`config.mk`:
```
export PLATFORM = sky130hd
export DESIGN_NAME = msch_top
export DESIGN_NICKNAME = d
export VERILOG_FILES = /design/src/shared/msch_pkg.sv /design/src/rtl/msch_sched.sv /design/src/rtl/msch_top.sv
export VERILOG_INCLUDE_DIRS = /design/src /design/src/shared
export SDC_FILE = /design/constraint.sdc
export NUM_CORES = 1
export LEC_CHECK = 0
export BUFFER_PORTS_ARGS = -buffer_cell sky130_fd_sc_hd__buf_4
export CAP_MARGIN = 0
export CORE_MARGIN = 3
export CORE_UTILIZATION = 38
export DETAILED_ROUTE_END_ITERATION = 7
export GPL_TIMING_DRIVEN = 1
export SLEW_MARGIN = 5
export SYNTH_ARGS = -nofsm -noshare
export SYNTH_HDL_FRONTEND = slang
export SYNTH_HIERARCHICAL = 1
export SYNTH_SLANG_ARGS = --single-unit
```
`constraint.sdc`:
```
create_clock -name CLK_IN -period 2.98 [get_ports CLK_IN]
set_input_delay 0.596 -clock CLK_IN [delete_from_list [all_inputs] [get_ports CLK_IN]]
set_output_delay 0.596 -clock CLK_IN [all_outputs]
set_load 0.02 [all_outputs]
```
`src/shared/msch_params.svh`:
```
`ifndef MSCH_PARAMS_SVH
`define MSCH_PARAMS_SVH
// ----------------------------------------
// clock and timing
// ----------------------------------------
`define MSCH_CLK_HZ 40000000
`define MSCH_CAL_FAST_TIME_MIN 15
`define MSCH_CAL_SLOW_TIME_MIN 60
`define MSCH_FIRST_PHASE_TIME_MIN 60
`define MSCH_BANNER_MAX_TIME_SEC 5
// ----------------------------------------
// control word layout and reset value
// ----------------------------------------
`define MSCH_CTRL_MANUAL_BIT 0
`define MSCH_CTRL_START_BIT 1
`define MSCH_CTRL_RST 8'h00
// ----------------------------------------
// error numbers sent in error replies
// ----------------------------------------
`define MSCH_ERR_UNKNOWN 8'h01
`define MSCH_ERR_RANGE 8'h02
`define MSCH_ERR_CHAN_OFF 8'h03
`define MSCH_ERR_BELOW 8'h04
`define MSCH_ERR_ABOVE 8'h05
`endif

```
`src/shared/msch_pkg.sv`:
```
package msch_pkg;
   // ----------------------------------------
   // decoded command codes
   // ----------------------------------------
   typedef enum logic [3:0]
   {
      MSCH_CMD_RESTORE = 4'b0000,
      MSCH_CMD_STORE = 4'b0001,
      MSCH_CMD_CAL_NOW = 4'b0010,
      MSCH_CMD_CTRL_WR = 4'b0011,
      MSCH_CMD_CTRL_RD = 4'b0100,
      MSCH_CMD_RESET = 4'b0101,
      MSCH_CMD_CFG_WR = 4'b0110,
      MSCH_CMD_MEAS_RD = 4'b0111
   } msch_cmd_t;

   // ----------------------------------------
   // reply kinds
   // ----------------------------------------
   typedef enum logic [2:0]
   {
      MSCH_RPL_BANNER = 3'b000,
      MSCH_RPL_OK = 3'b001,
      MSCH_RPL_CTRL = 3'b010,
      MSCH_RPL_ERR = 3'b011,
      MSCH_RPL_VALUE = 3'b100
   } msch_rpl_t;

   typedef struct packed
   {
      msch_rpl_t kind;
      logic [7:0] data;
   } msch_reply_t;

   typedef struct packed
   {
      logic reply_valid;
      msch_reply_t reply;
      logic [7:0] ctrl;
      logic banner_pend;
      logic factory;
      logic store;
      logic cal_start;
      logic sched_restart;
   } msch_state_t;

   typedef struct packed
   {
      logic [25:0] pre;
      logic [11:0] sec;
      logic [2:0] fast_cnt;
      logic due;
   } msch_sched_t;
endpackage

```
`src/rtl/msch_sched.sv`:
```
`timescale 1ns/100ps
`include "msch_params.svh"
module msch_sched
#(
   parameter int CYC_PER_SEC = `MSCH_CLK_HZ,
   parameter int FAST_SEC = `MSCH_CAL_FAST_TIME_MIN * 60,
   parameter int SLOW_SEC = `MSCH_CAL_SLOW_TIME_MIN * 60,
   parameter int FAST_COUNT = `MSCH_FIRST_PHASE_TIME_MIN / `MSCH_CAL_FAST_TIME_MIN
)
(
   input wire logic clk_in,
   input wire logic rst_b_in,
   input wire logic restart_in,
   input wire logic auto_en_in,
   output logic due_out
);
   msch_pkg::msch_sched_t st_r;
   msch_pkg::msch_sched_t st_nxt;
   logic [11:0] period;

   // ----------------------------------------
   // interval timeline since reset or the last restart_in
   // ----------------------------------------
   // short interval until the first hour has passed, then the long one
   assign period = (st_r.fast_cnt < 3'(FAST_COUNT)) ? 12'(FAST_SEC) : 12'(SLOW_SEC);

   // timeline keeps running while disabled so re-enabling keeps the phase
   always_comb
   begin
      st_nxt = st_r;
      st_nxt.due = 1'b0;
      if (restart_in)
      begin
         st_nxt = '0;
      end
      else if (st_r.pre == 26'(CYC_PER_SEC - 1))
      begin
         st_nxt.pre = '0;
         if (st_r.sec + 12'h001 >= period)
         begin
            st_nxt.sec = '0;
            st_nxt.due = auto_en_in;
            if (st_r.fast_cnt < 3'(FAST_COUNT))
            begin
               st_nxt.fast_cnt = st_r.fast_cnt + 3'h1;
            end
         end
         else
         begin
            st_nxt.sec = st_r.sec + 12'h001;
         end
      end
      else
      begin
         st_nxt.pre = st_r.pre + 26'h0000001;
      end
   end

   always_ff @(posedge clk_in)
   begin
      if (!rst_b_in)
      begin
         st_r <= '0;
      end
      else
      begin
         st_r <= st_nxt;
      end
   end

   assign due_out = st_r.due;
endmodule // msch_sched

```
`src/rtl/msch_top.sv`:
```
`timescale 1ns/100ps
`include "msch_params.svh"
module msch_top
#(
   parameter int CYC_PER_SEC = `MSCH_CLK_HZ,
   parameter int FAST_SEC = `MSCH_CAL_FAST_TIME_MIN * 60,
   parameter int SLOW_SEC = `MSCH_CAL_SLOW_TIME_MIN * 60,
   parameter logic [7:0] FW_RELEASE = 8'h10 // arbitrary release code
)
(
   input wire logic CLK_IN,
   input wire logic RST_B_IN,
   input wire logic CMD_VALID_IN,
   input wire logic [3:0] CMD_CODE_IN,
   input wire logic [7:0] CMD_ARG_IN,
   input wire logic PARAM_OK_IN,
   input wire logic CHAN_ON_IN,
   input wire logic MEAS_LOW_IN,
   input wire logic MEAS_HIGH_IN,
   input wire logic REPLY_READY_IN,
   output logic CMD_READY_OUT,
   output logic REPLY_VALID_OUT,
   output msch_pkg::msch_reply_t REPLY_OUT,
   output logic [7:0] CTRL_WORD_OUT,
   output logic FACTORY_LOAD_OUT,
   output logic STORE_CFG_OUT,
   output logic CAL_START_OUT
);
   msch_pkg::msch_state_t st_r;
   msch_pkg::msch_state_t st_nxt;
   logic accept;
   logic sched_due;
   logic cal_due;

   // ----------------------------------------
   // helpers
   // ----------------------------------------
   function automatic msch_pkg::msch_reply_t mk_reply(input msch_pkg::msch_rpl_t kind, input logic [7:0] data);
      msch_pkg::msch_reply_t r;
      r.kind = kind;
      r.data = data;
      return r;
   endfunction

   // one command in flight; a pending banner also blocks new commands
   assign CMD_READY_OUT = !st_r.reply_valid && !st_r.banner_pend;
   assign accept = CMD_VALID_IN && CMD_READY_OUT;

   // ----------------------------------------
   // automatic calibration timing
   // ----------------------------------------
   msch_sched
   #(
      .CYC_PER_SEC(CYC_PER_SEC),
      .FAST_SEC(FAST_SEC),
      .SLOW_SEC(SLOW_SEC)
   )
   i_msch_sched
   (
      .clk_in(CLK_IN),
      .rst_b_in(RST_B_IN),
      .restart_in(st_r.sched_restart),
      .auto_en_in(!st_r.ctrl[`MSCH_CTRL_MANUAL_BIT]),
      .due_out(sched_due)
   );

   // gate again here: bit 0 may have been set since the timer fired
   assign cal_due = sched_due && !st_r.ctrl[`MSCH_CTRL_MANUAL_BIT];

   // ----------------------------------------
   // command interpreter
   // ----------------------------------------
   always_comb
   begin
      st_nxt = st_r;
      st_nxt.factory = 1'b0;
      st_nxt.store = 1'b0;
      st_nxt.cal_start = cal_due;
      st_nxt.sched_restart = 1'b0;
      if (st_r.reply_valid && REPLY_READY_IN)
      begin
         st_nxt.reply_valid = 1'b0;
      end
      if (st_r.banner_pend && !st_r.reply_valid)
      begin
         // banner goes out right after any reset, well inside its deadline
         st_nxt.reply_valid = 1'b1;
         st_nxt.reply = mk_reply(msch_pkg::MSCH_RPL_BANNER, FW_RELEASE);
         st_nxt.banner_pend = 1'b0;
      end
      else if (accept)
      begin
         st_nxt.reply_valid = 1'b1;
         st_nxt.reply = mk_reply(msch_pkg::MSCH_RPL_OK, 8'h00);
         case (CMD_CODE_IN)
            msch_pkg::MSCH_CMD_RESTORE:
            begin
               // config side keeps the range on this strobe; then a full reset
               st_nxt.factory = 1'b1;
               st_nxt.reply_valid = 1'b0;
               st_nxt.banner_pend = 1'b1;
               st_nxt.ctrl = `MSCH_CTRL_RST;
               st_nxt.sched_restart = 1'b1;
               st_nxt.cal_start = 1'b0;
            end
            msch_pkg::MSCH_CMD_RESET:
            begin
               st_nxt.reply_valid = 1'b0;
               st_nxt.banner_pend = 1'b1;
               st_nxt.ctrl = `MSCH_CTRL_RST;
               st_nxt.sched_restart = 1'b1;
               st_nxt.cal_start = 1'b0;
            end
            msch_pkg::MSCH_CMD_STORE:
            begin
               st_nxt.store = 1'b1;
            end
            msch_pkg::MSCH_CMD_CAL_NOW:
            begin
               st_nxt.cal_start = 1'b1;
            end
            msch_pkg::MSCH_CMD_CTRL_WR:
            begin
               st_nxt.ctrl = CMD_ARG_IN;
               st_nxt.reply = mk_reply(msch_pkg::MSCH_RPL_CTRL, CMD_ARG_IN);
               // only the rising edge starts a cycle; host must clear it between
               if (CMD_ARG_IN[`MSCH_CTRL_START_BIT] && !st_r.ctrl[`MSCH_CTRL_START_BIT])
               begin
                  st_nxt.cal_start = 1'b1;
               end
            end
            msch_pkg::MSCH_CMD_CTRL_RD:
            begin
               st_nxt.reply = mk_reply(msch_pkg::MSCH_RPL_CTRL, st_r.ctrl);
            end
            msch_pkg::MSCH_CMD_CFG_WR:
            begin
               if (!PARAM_OK_IN)
               begin
                  st_nxt.reply = mk_reply(msch_pkg::MSCH_RPL_ERR, `MSCH_ERR_RANGE);
               end
            end
            msch_pkg::MSCH_CMD_MEAS_RD:
            begin
               // channel-off checked first, then the measurement limits
               if (!CHAN_ON_IN)
               begin
                  st_nxt.reply = mk_reply(msch_pkg::MSCH_RPL_ERR, `MSCH_ERR_CHAN_OFF);
               end
               else if (MEAS_LOW_IN)
               begin
                  st_nxt.reply = mk_reply(msch_pkg::MSCH_RPL_ERR, `MSCH_ERR_BELOW);
               end
               else if (MEAS_HIGH_IN)
               begin
                  st_nxt.reply = mk_reply(msch_pkg::MSCH_RPL_ERR, `MSCH_ERR_ABOVE);
               end
               else
               begin
                  st_nxt.reply = mk_reply(msch_pkg::MSCH_RPL_VALUE, CMD_ARG_IN);
               end
            end
            default:
            begin
               st_nxt.reply = mk_reply(msch_pkg::MSCH_RPL_ERR, `MSCH_ERR_UNKNOWN);
            end
         endcase
      end
   end

   // ----------------------------------------
   // state register
   // ----------------------------------------
   always_ff @(posedge CLK_IN)
   begin
      if (!RST_B_IN)
      begin
         st_r <= '0;
         st_r.ctrl <= `MSCH_CTRL_RST;
         st_r.banner_pend <= 1'b1;
      end
      else
      begin
         st_r <= st_nxt;
      end
   end

   assign REPLY_VALID_OUT = st_r.reply_valid;
   assign REPLY_OUT = st_r.reply;
   assign CTRL_WORD_OUT = st_r.ctrl;
   assign FACTORY_LOAD_OUT = st_r.factory;
   assign STORE_CFG_OUT = st_r.store;
   assign CAL_START_OUT = st_r.cal_start;
endmodule // msch_top

```
# [After elaboration in Yosys (flattened, before gate mapping)]
# Cells that the tools add are included.
[totals] in_bits=20 ff_bits=67 wordCells=77
[classes] muxes=20 reduce_logical=25 n_bitwise=5 n_addsub=3 order_cmp=2 eq_ne=8
[op_table] cell="$pmux 11 s5" n=1
[op_table] cell="$mux 12" n=3
[op_table] cell="$mux 11" n=3
[op_table] cell="$add 26x1->26 const B" n=1
[op_table] cell="$eq 26x26->1 const B" n=1
[op_table] cell="$mux 25" n=1
[op_table] cell="$eq 4x3->1 const B" n=4
[op_table] cell="$pmux 8 s2" n=1
[op_table] cell="$add 12x1->12 const B" n=1
[op_table] cell="$ge 12x12->1" n=1
[op_table] cell="$mux 10" n=1
[op_table] cell="$eq 4x2->1 const B" n=2
[op_table] cell="$mux 1" n=8
[op_table] cell="$reduce_or 4->1" n=2
[op_table] cell="$logic_and 1x1->1" n=6
[op_table] cell="$reduce_and 3->1" n=2
[op_table] cell="$reduce_bool 2->1" n=3
[op_table] cell="$reduce_or 2->1" n=3
[op_table] cell="$reduce_or 3->1" n=2
[op_table] cell="$not 1->1" n=5
[op_table] cell="$eq 4x1->1 const B" n=1
[op_table] cell="$logic_not 1->1" n=4
[op_table] cell="$logic_not 4->1" n=1
[op_table] cell="$add 3x1->3 const B" n=1
[op_table] cell="5 further kinds" n=5

# [Logic depth before layout (Yosys ltp)]
# Gate-level depths: netlist of the first run.
[depth] ltp_word=6 depth_mapped=13

# [Cells and area by module]
# Netlist of the first run, hierarchy kept.
[modules_own_cells] module="msch_sched" cells_per_inst=256 seq_area_each_um2=840.8 area_each_um2=2285.9 instances=1
[modules_own_cells] module="msch_top" cells_per_inst=154 seq_area_each_um2=500.5 area_each_um2=1370.1 instances=1

# [Worst setup path before layout of the first run]
# Ideal clock, no wire load.
[synth_path] kind="register -> register" from="register i_msch_sched/st_r[4] in the netlist's numbering" to="register i_msch_sched/st_r[12] in the netlist's numbering" stages_incl_launch_ff=13 setup_slack_ns=0.374 path_buffers=2 period_less_slack_ns=2.606 required_time_ns=2.921 arrival_time_ns=2.547 setup_time_ns=0.059 cell_sequence="dfxtp_1 -> ha_1 -> clkbuf_1 -> and2_1 -> nand3_1 -> xnor2_1 -> ha_1 -> nand2_1 -> a21oi_1 -> a221o_1 -> buf_6 -> o41ai_2 -> a22o_1"
[synth_via] elab_chain_cells=3
[synth_lines] item="from (decl)" line="msch_sched.sv:17" source="msch_pkg::msch_sched_t st_r;"
[synth_lines] item="from (signal assigned)" line="msch_sched.sv:67" source="st_r <= st_nxt;"
[synth_lines] item="$add 12x1->12 (*)" line="msch_sched.sv:39, msch_sched.sv:50"
[synth_lines] item="$ge 12x12->1" line="msch_sched.sv:39" source="if (st_r.sec + 12'h001 >= period)"
[synth_lines] item="$mux 12 (*)" line="msch_sched.sv:39"
# Mark *: on every way between the ends. The rest lies on a longest branch, timed or not.
# A chain may end at the register's enable or synchronous reset.

# [Worst setup path in the final report of the first run]
[layout_path] from="register i_msch_sched/st_r[5] in the netlist's numbering" to="register i_msch_sched/st_r[12] in the netlist's numbering"
# Same word-level chain as after synthesis.

==> results of run 1 <==
cells in the final DEF (no fill, tap or decap), types with 5 or more instances in the layout:
master,netlist,routed
dfxtp_1,67,63
buf_4,20,51
nor2_1,42,42
nand2_1,24,24
nand3_1,22,21
a22o_1,18,18
xnor2_1,17,17
inv_1,16,16
xor2_1,15,15
nor3_1,13,13
o21ai_0,12,12
and3_1,10,10
a21oi_1,9,9
clkbuf_8,0,9
nor2b_1,8,8
ha_1,9,8
and2_1,7,7
nand2b_1,6,6
o41ai_2,5,5
logic make-up after synthesis:
kind of cell | Yosys count
AO/OA/AOI/OAI | 85
adder cells (fa/ha/maj) | 9
multiplexers | 1
AND/OR/NAND/NOR | 163
buffers and inverters | 53
XOR/XNOR | 32
flip-flops | 67
state kept, by name (all words and copies together) (netlist names):
name                  flops
CAL_START_OUT             1
CTRL_WORD_OUT             8
FACTORY_LOAD_OUT          1
REPLY_OUT                11
REPLY_VALID_OUT           1
STORE_CFG_OUT             1
i_msch_sched/due_out      1
i_msch_sched/st_r        41
st_r                      2
final timing paths:
| path | slack (ns) | to | cells past startpoint | startpoint |
|---|---|---|---|---|
| max | 0.24 | i_msch_sched/st_r[12] | 11 | i_msch_sched/st_r[5] |
| min | 0.45 | REPLY_VALID_OUT | 2 | REPLY_READY_IN |
| max reg2reg | 0.24 | i_msch_sched/st_r[12] | 11 | i_msch_sched/st_r[5] |
| min reg2reg | 0.45 | i_msch_sched/st_r[16] | 1 | i_msch_sched/st_r[16] |
layer usage:
layer	share of wire [%]	wire (µm)	track usage (%)
met2	47	3850	25.1
met5	0	0	0
met1	48	3930	20.4
met4	1.1	89	4.18
met3	3.3	267	4.03
area by class of cell:
type | instances | area, µm² | area share (%)
Inverter | 16 | 60.1 | 1.45
Clock buffer | 9 | 124 | 2.98
Clock inverter | 7 | 77.6 | 1.87
Tap cell | 129 | 161 | 3.89
Sequential cell | 67 | 1350 | 32.4
Multi-Input combinational cell | 290 | 2000 | 48.2
Timing Repair Buffer | 51 | 383 | 9.22
critical path, stage by stage, from the launching register on:
cell	delay, ns
dfxtp_1	0.42
ha_2	0.27
and2_1	0.18
nand3_1	0.10
xnor2_1	0.21
ha_1	0.26
nand2_1	0.11
a21oi_1	0.06
a221o_2	0.45
buf_4	0.19
o41ai_2	0.27
a22o_1	0.16
what timing repair did:
item,in CTS,in global routing
endpoints found under the hold margin,0,0
resized for setup,0,8
endpoints found under the setup margin,0,16
per-stage QoR:
stage	std cells	hold WS (ns)	power, mW
floorplan	410	0.418	1.05
global placement	553	0.433	1.09
detailed placement	553	0.441	1.10
CTS	569	0.441	1.86
global route	569	0.436	1.92
finish	569	0.451	1.84
where the power goes:
group	internal, mW	total [mW]	leakage [nW]	switching, mW
registers	0.909	0.925	0.544	0.0165
clock network	0.392	0.761	0.0998	0.370
logic	0.0629	0.149	0.953	0.0864
total	1.36	1.84	1.60	0.473
==> flow_summary.yaml, run 1 <==
detailed_routing:
  vias: 2973
  detail_route.wl_per_cell_um: 14.3
  wl_um: 8140
  vias_per_cell: 5.22
  antenna_left: 0
  drc: 0
  dr.pass1.iters: 4
  drt_iter0_drc: 90
clock_network:
  cts_buffer_depth: 2
  clkSinkCount: 67
  cts_inserted_buffers: 9
  cts_root_buf: "clkbuf_8"
  cts_setup_buffers: 0
  worstSkewPairLatency_ns: 0.34
  postCtsHoldBufs: 0
  htreeDepth: 3
  path_clk_slew_ns: 0.08
  cts_tree: "done"
sta:
  finalSetupTns_ns: 0
  timing.fmax_mhz: 364
  hold_violations: 0
  rsz0062_at_grt: "false"
  period_needed_ns: 2.74
  tightest_slew_ns: 0.658
  fin_skew_ns: 0.00770
  timing.final.crit_share_pct: 92.1
  setup_viol: 0
  maxSlewHeadroom_pct: 55.6
  slew_viol_final: 0
  timing.final.ws_setup_ns: 0.236
yosys:
  async_flop_share_pct: 0
  synthSimpleGateAreaFrac_pct: 24.4
  synthMuxAreaShare_pct: 0.308
  synth.avg_cell_area_um2: 8.92
  synth_top_cell_by_area: "dfxtp_1"
  synth.most_common_cell: "dfxtp_1"
  synth_top_cell_area_share_pct: 36.7
  synth_top_family_by_area: "simple AND/OR/NAND/NOR gates"
  synth_xor_area_share_pct: 7.67
  synth-edff-count: 0
  postSynth.topFlopCell: "dfxtp_1"
  syn_nets: 439
  synth_cell_types: 64
  synth_area_um2: 3660
  syn_inst: 410
  ys.warnings.count: 6
  synth_compound_area_share_pct: 18.9
  synthTopCellsByCount: "67 x dfxtp_1, 42 x nor2_1, 24 x nand2_1"
  synthAdderAreaFrac_pct: 3.08
  netlist_top_cells_area: "dfxtp_1 37%, a22o_1 4.3%, nor2_1 4.3%"
  synth-seq-area-share_pct: 36.7
  synth_seq_cells: 67
floorplanning:
  die-area_um2: 10800
  io_pins: 44
  num_rows: 35
  initial_utilization_pct: 39.4
  die_y_um: 104
  die_w_um: 104
  core_region_area_um2: 9280
run_status:
  status: "completed"
placement:
  placed_cell_area_um2: 3930
  place_congestion: 0.828
  port_buffers: 43
  dp_hpwl_um: 5990
  post-place-ws_ns: 0.135
layout:
  final_area_um2: 4150
  drive_gt1_share_pct: 21.1
  fillCellCount: 958
  syn2layout_area_growth_pct: 13.6
  final_util_pct: 44.7
  finalNetCount: 464
  diodes: 0
global_route:
  grt_pass1_vias: 2913
  grt_util_all_layers_pct: 15.5
  grt_max_degree: 18
  grt_pass1_wl_um: 14000
  grt_overflow: 0
  grt_antenna_before_repair: 0
critical_path:
  cp.required_ns: 3.27
  critical_path_arrival_ns: 3.03
  startpoint_type: "flip-flop"
  path_class: "flip-flop to flip-flop"
  critPathMaxFanout: 8
  end_kind: "flip-flop"
run:
  cap_violations: 0
power:
  power_leakage_nw: 1.60
  ir_drop_mv: 0.288
  power-per-cell-area_nw_per_um2: 442
worst_hold_path:
  hold_path.class: "input pin to flip-flop"
No activity file was read; power rests on OpenSTA's default activity.
==> run 2: changes to the inputs <==
--- a/config.mk
+++ b/config.mk
@@ -10,6 +10,7 @@
 export CAP_MARGIN = 0
 export CORE_MARGIN = 3
 export CORE_UTILIZATION = 38
+export CTS_BUF_LIST = sky130_fd_sc_hd__clkbuf_2
 export DETAILED_ROUTE_END_ITERATION = 7
 export GPL_TIMING_DRIVEN = 1
 export SLEW_MARGIN = 5
==> run 2 against run 1 <==
Effect of this change:
- global-route usage about the same
- clock power down 27%
- sequential power is essentially flat
- critical path type unchanged
- worst setup slack got worse by 0.089 ns
- fmax decreased by 3.1%
- clock skew rose by 0.013 ns
- critical path depth did not move
==> flow_summary.yaml, run 2 (synthesis results as in run 1) <==
floorplanning:
  die-area_um2: 10800
  num_rows: 35
  initial_utilization_pct: 39.4
  core_region_area_um2: 9280
  die_y_um: 104
  io_pins: 44
  die_w_um: 104
critical_path:
  path_class: "flip-flop to flip-flop"
  worstRegToRegCells: 11
  timing.rr.end: "i_msch_sched/st_r[12]"
  slowest_delay_ns: 0.48
  critPathMaxFanout: 8
  critPathLaunch: "i_msch_sched/st_r[5]"
  cp_slowest_cell: "a221o_2"
  startpoint_type: "flip-flop"
  r2r_setup_slack_ns: 0.15
  cp.required_ns: 3.43
  path_cells: "ha_2 > and2_1 > nand3_1 > xnor2_2 > ha_1 > nand2_1 > a21oi_1 > a221o_2 > buf_4 > o41ai_2 > a22o_1"
  end_kind: "flip-flop"
  timing.rr.start: "i_msch_sched/st_r[5]"
  critical_path_arrival_ns: 3.28
detailed_routing:
  antenna_left: 0
  dr.pass1.iters: 4
  detail_route.wl_per_cell_um: 14.6
  drt_iter0_drc: 91
  vias: 3037
  wl_um: 8290
  drc: 0
  vias_per_cell: 5.34
worst_hold_path:
  worstHoldPathCells: 2
  worstHoldEndpoint: "REPLY_VALID_OUT"
  holdCritStartpoint: "REPLY_READY_IN"
  hold_path.class: "input pin to flip-flop"
sta:
  tightest_slew_ns: 0.675
  fin_skew_ns: 0.0207
  timing.fmax_mhz: 353
  slew_viol_final: 0
  period_needed_ns: 2.83
  maxSlewHeadroom_pct: 54.4
  timing.final.crit_share_pct: 95.1
  setup_viol: 0
  hold_violations: 0
global_route:
  grt_antenna_before_repair: 0
  grt_max_degree: 18
  grt_pass1_wl_um: 14000
  grt_pass1_vias: 2925
  grt_util_all_layers_pct: 15.5
  grt_overflow: 0
placement:
  placed_cell_area_um2: 3930
  place_congestion: 0.828
  port_buffers: 43
  dp_hpwl_um: 5990
layout:
  final_util_pct: 44.1
  diodes: 0
  regMostFlops: "i_msch_sched/st_r"
  final_area_um2: 4090
  drive_gt1_share_pct: 22.0
  finalNetCount: 464
  mostFrequentLayoutCell: "dfxtp_1"
  layout_common_cells: "60 x dfxtp_1, 51 x buf_4, 42 x nor2_1"
  largest_register_ffs: 41
  syn2layout_area_growth_pct: 11.9
clock_network:
  cts_inserted_buffers: 9
  postCtsHoldBufs: 0
  cts_buffer_depth: 2
  cts_root_buf: "clkbuf_2"
  cts_tree: "done"
  worstSkewPairLatency_ns: 0.49
  htreeDepth: 3
  clkSinkCount: 67
  path_clk_slew_ns: 0.20
run:
  cap_violations: 0
power:
  power-per-cell-area_nw_per_um2: 398
  ir_drop_mv: 0.265
  power_leakage_nw: 1.58
run_status:
  status: "completed"
## run 2: cell counts in the layout (fill, tap and decap cells not counted)
Identical to the previous run, type by type.
## run 2: area by class of cell
class / instances / area (µm²)
clock inverter: 7 / 77.6
sequential: 67 / 1360
multi-input combinational: 290 / 2010
fill: 974 / 5190
timing repair buffer: 51 / 383
tap: 129 / 161
inverter: 16 / 60.1
clock buffer: 9 / 45.0
## run 2: power by group
part / leakage, nW / switching, mW / internal (mW) / total, mW
registers: 0.546 / 0.0165 / 0.910 / 0.926
logic: 0.962 / 0.0867 / 0.0629 / 0.150
clock network: 0.0725 / 0.353 / 0.200 / 0.552
## run 2: through the flow
| stage | worst slack [ns] | TNS, ns | power [mW] | instances | hold slack [ns] |
|---|---|---|---|---|---|
| final | 0.147 | 0 | 1.63 | 569 | 0.277 |
| after global routing | -0.0541 | -0.113 | 1.71 | 569 | 0.214 |
| after CTS | 0.0834 | 0 | 1.65 | 569 | 0.246 |
| after detailed placement | 0.135 | 0 | 1.10 | 553 | 0.441 |
| after global placement | 0.196 | 0 | 1.09 | 553 | 0.433 |
| after floorplan | 0.374 | 0 | 1.05 | 410 | 0.418 |
## run 2: critical path: cells and delay by family, from the launching register on
kind | cells | cell delay, ns
adder cells (fa/ha/maj) | 2 | 0.53
AND/OR/NAND/NOR | 3 | 0.43
buffers and inverters | 1 | 0.19
XOR/XNOR | 1 | 0.21
flip-flops | 1 | 0.46
AO/OA/AOI/OAI | 4 | 0.96
## run 2: per-layer routing
| layer | vias up | share of wire (%) | global-route usage [%] |
|---|---|---|---|
| li1 | 1512 | - | - |
| met1 | 1458 | 48 | 20.3 |
| met2 | 57 | 48 | 24.8 |
| met3 | 10 | 3.2 | 4.10 |
| met4 | 0 | 1.2 | 5.13 |
| met5 | - | 0 | 0 |
## run 2: worst max path at each step
stage / to / slack (ns) / depth (start not counted)
floorplan: i_msch_sched/st_r[12] / 0.37 / 12
global placement: i_msch_sched/st_r[13] / 0.20 / 12
detailed placement: i_msch_sched/st_r[13] / 0.13 / 12
CTS: i_msch_sched/st_r[1] / 0.08 / 12
global route: i_msch_sched/st_r[12] / -0.05 / 12
finish: i_msch_sched/st_r[12] / 0.15 / 11
## run 2: what timing repair did
| item | 4_1_cts | 5_1_grt |
|---|---|---|
| gates resized for setup | 0 | 14 |
| buffers inserted | 0 | 0 |
| endpoints found under the setup margin | 0 | 16 |
| endpoints found under the hold margin | 0 | 0 |
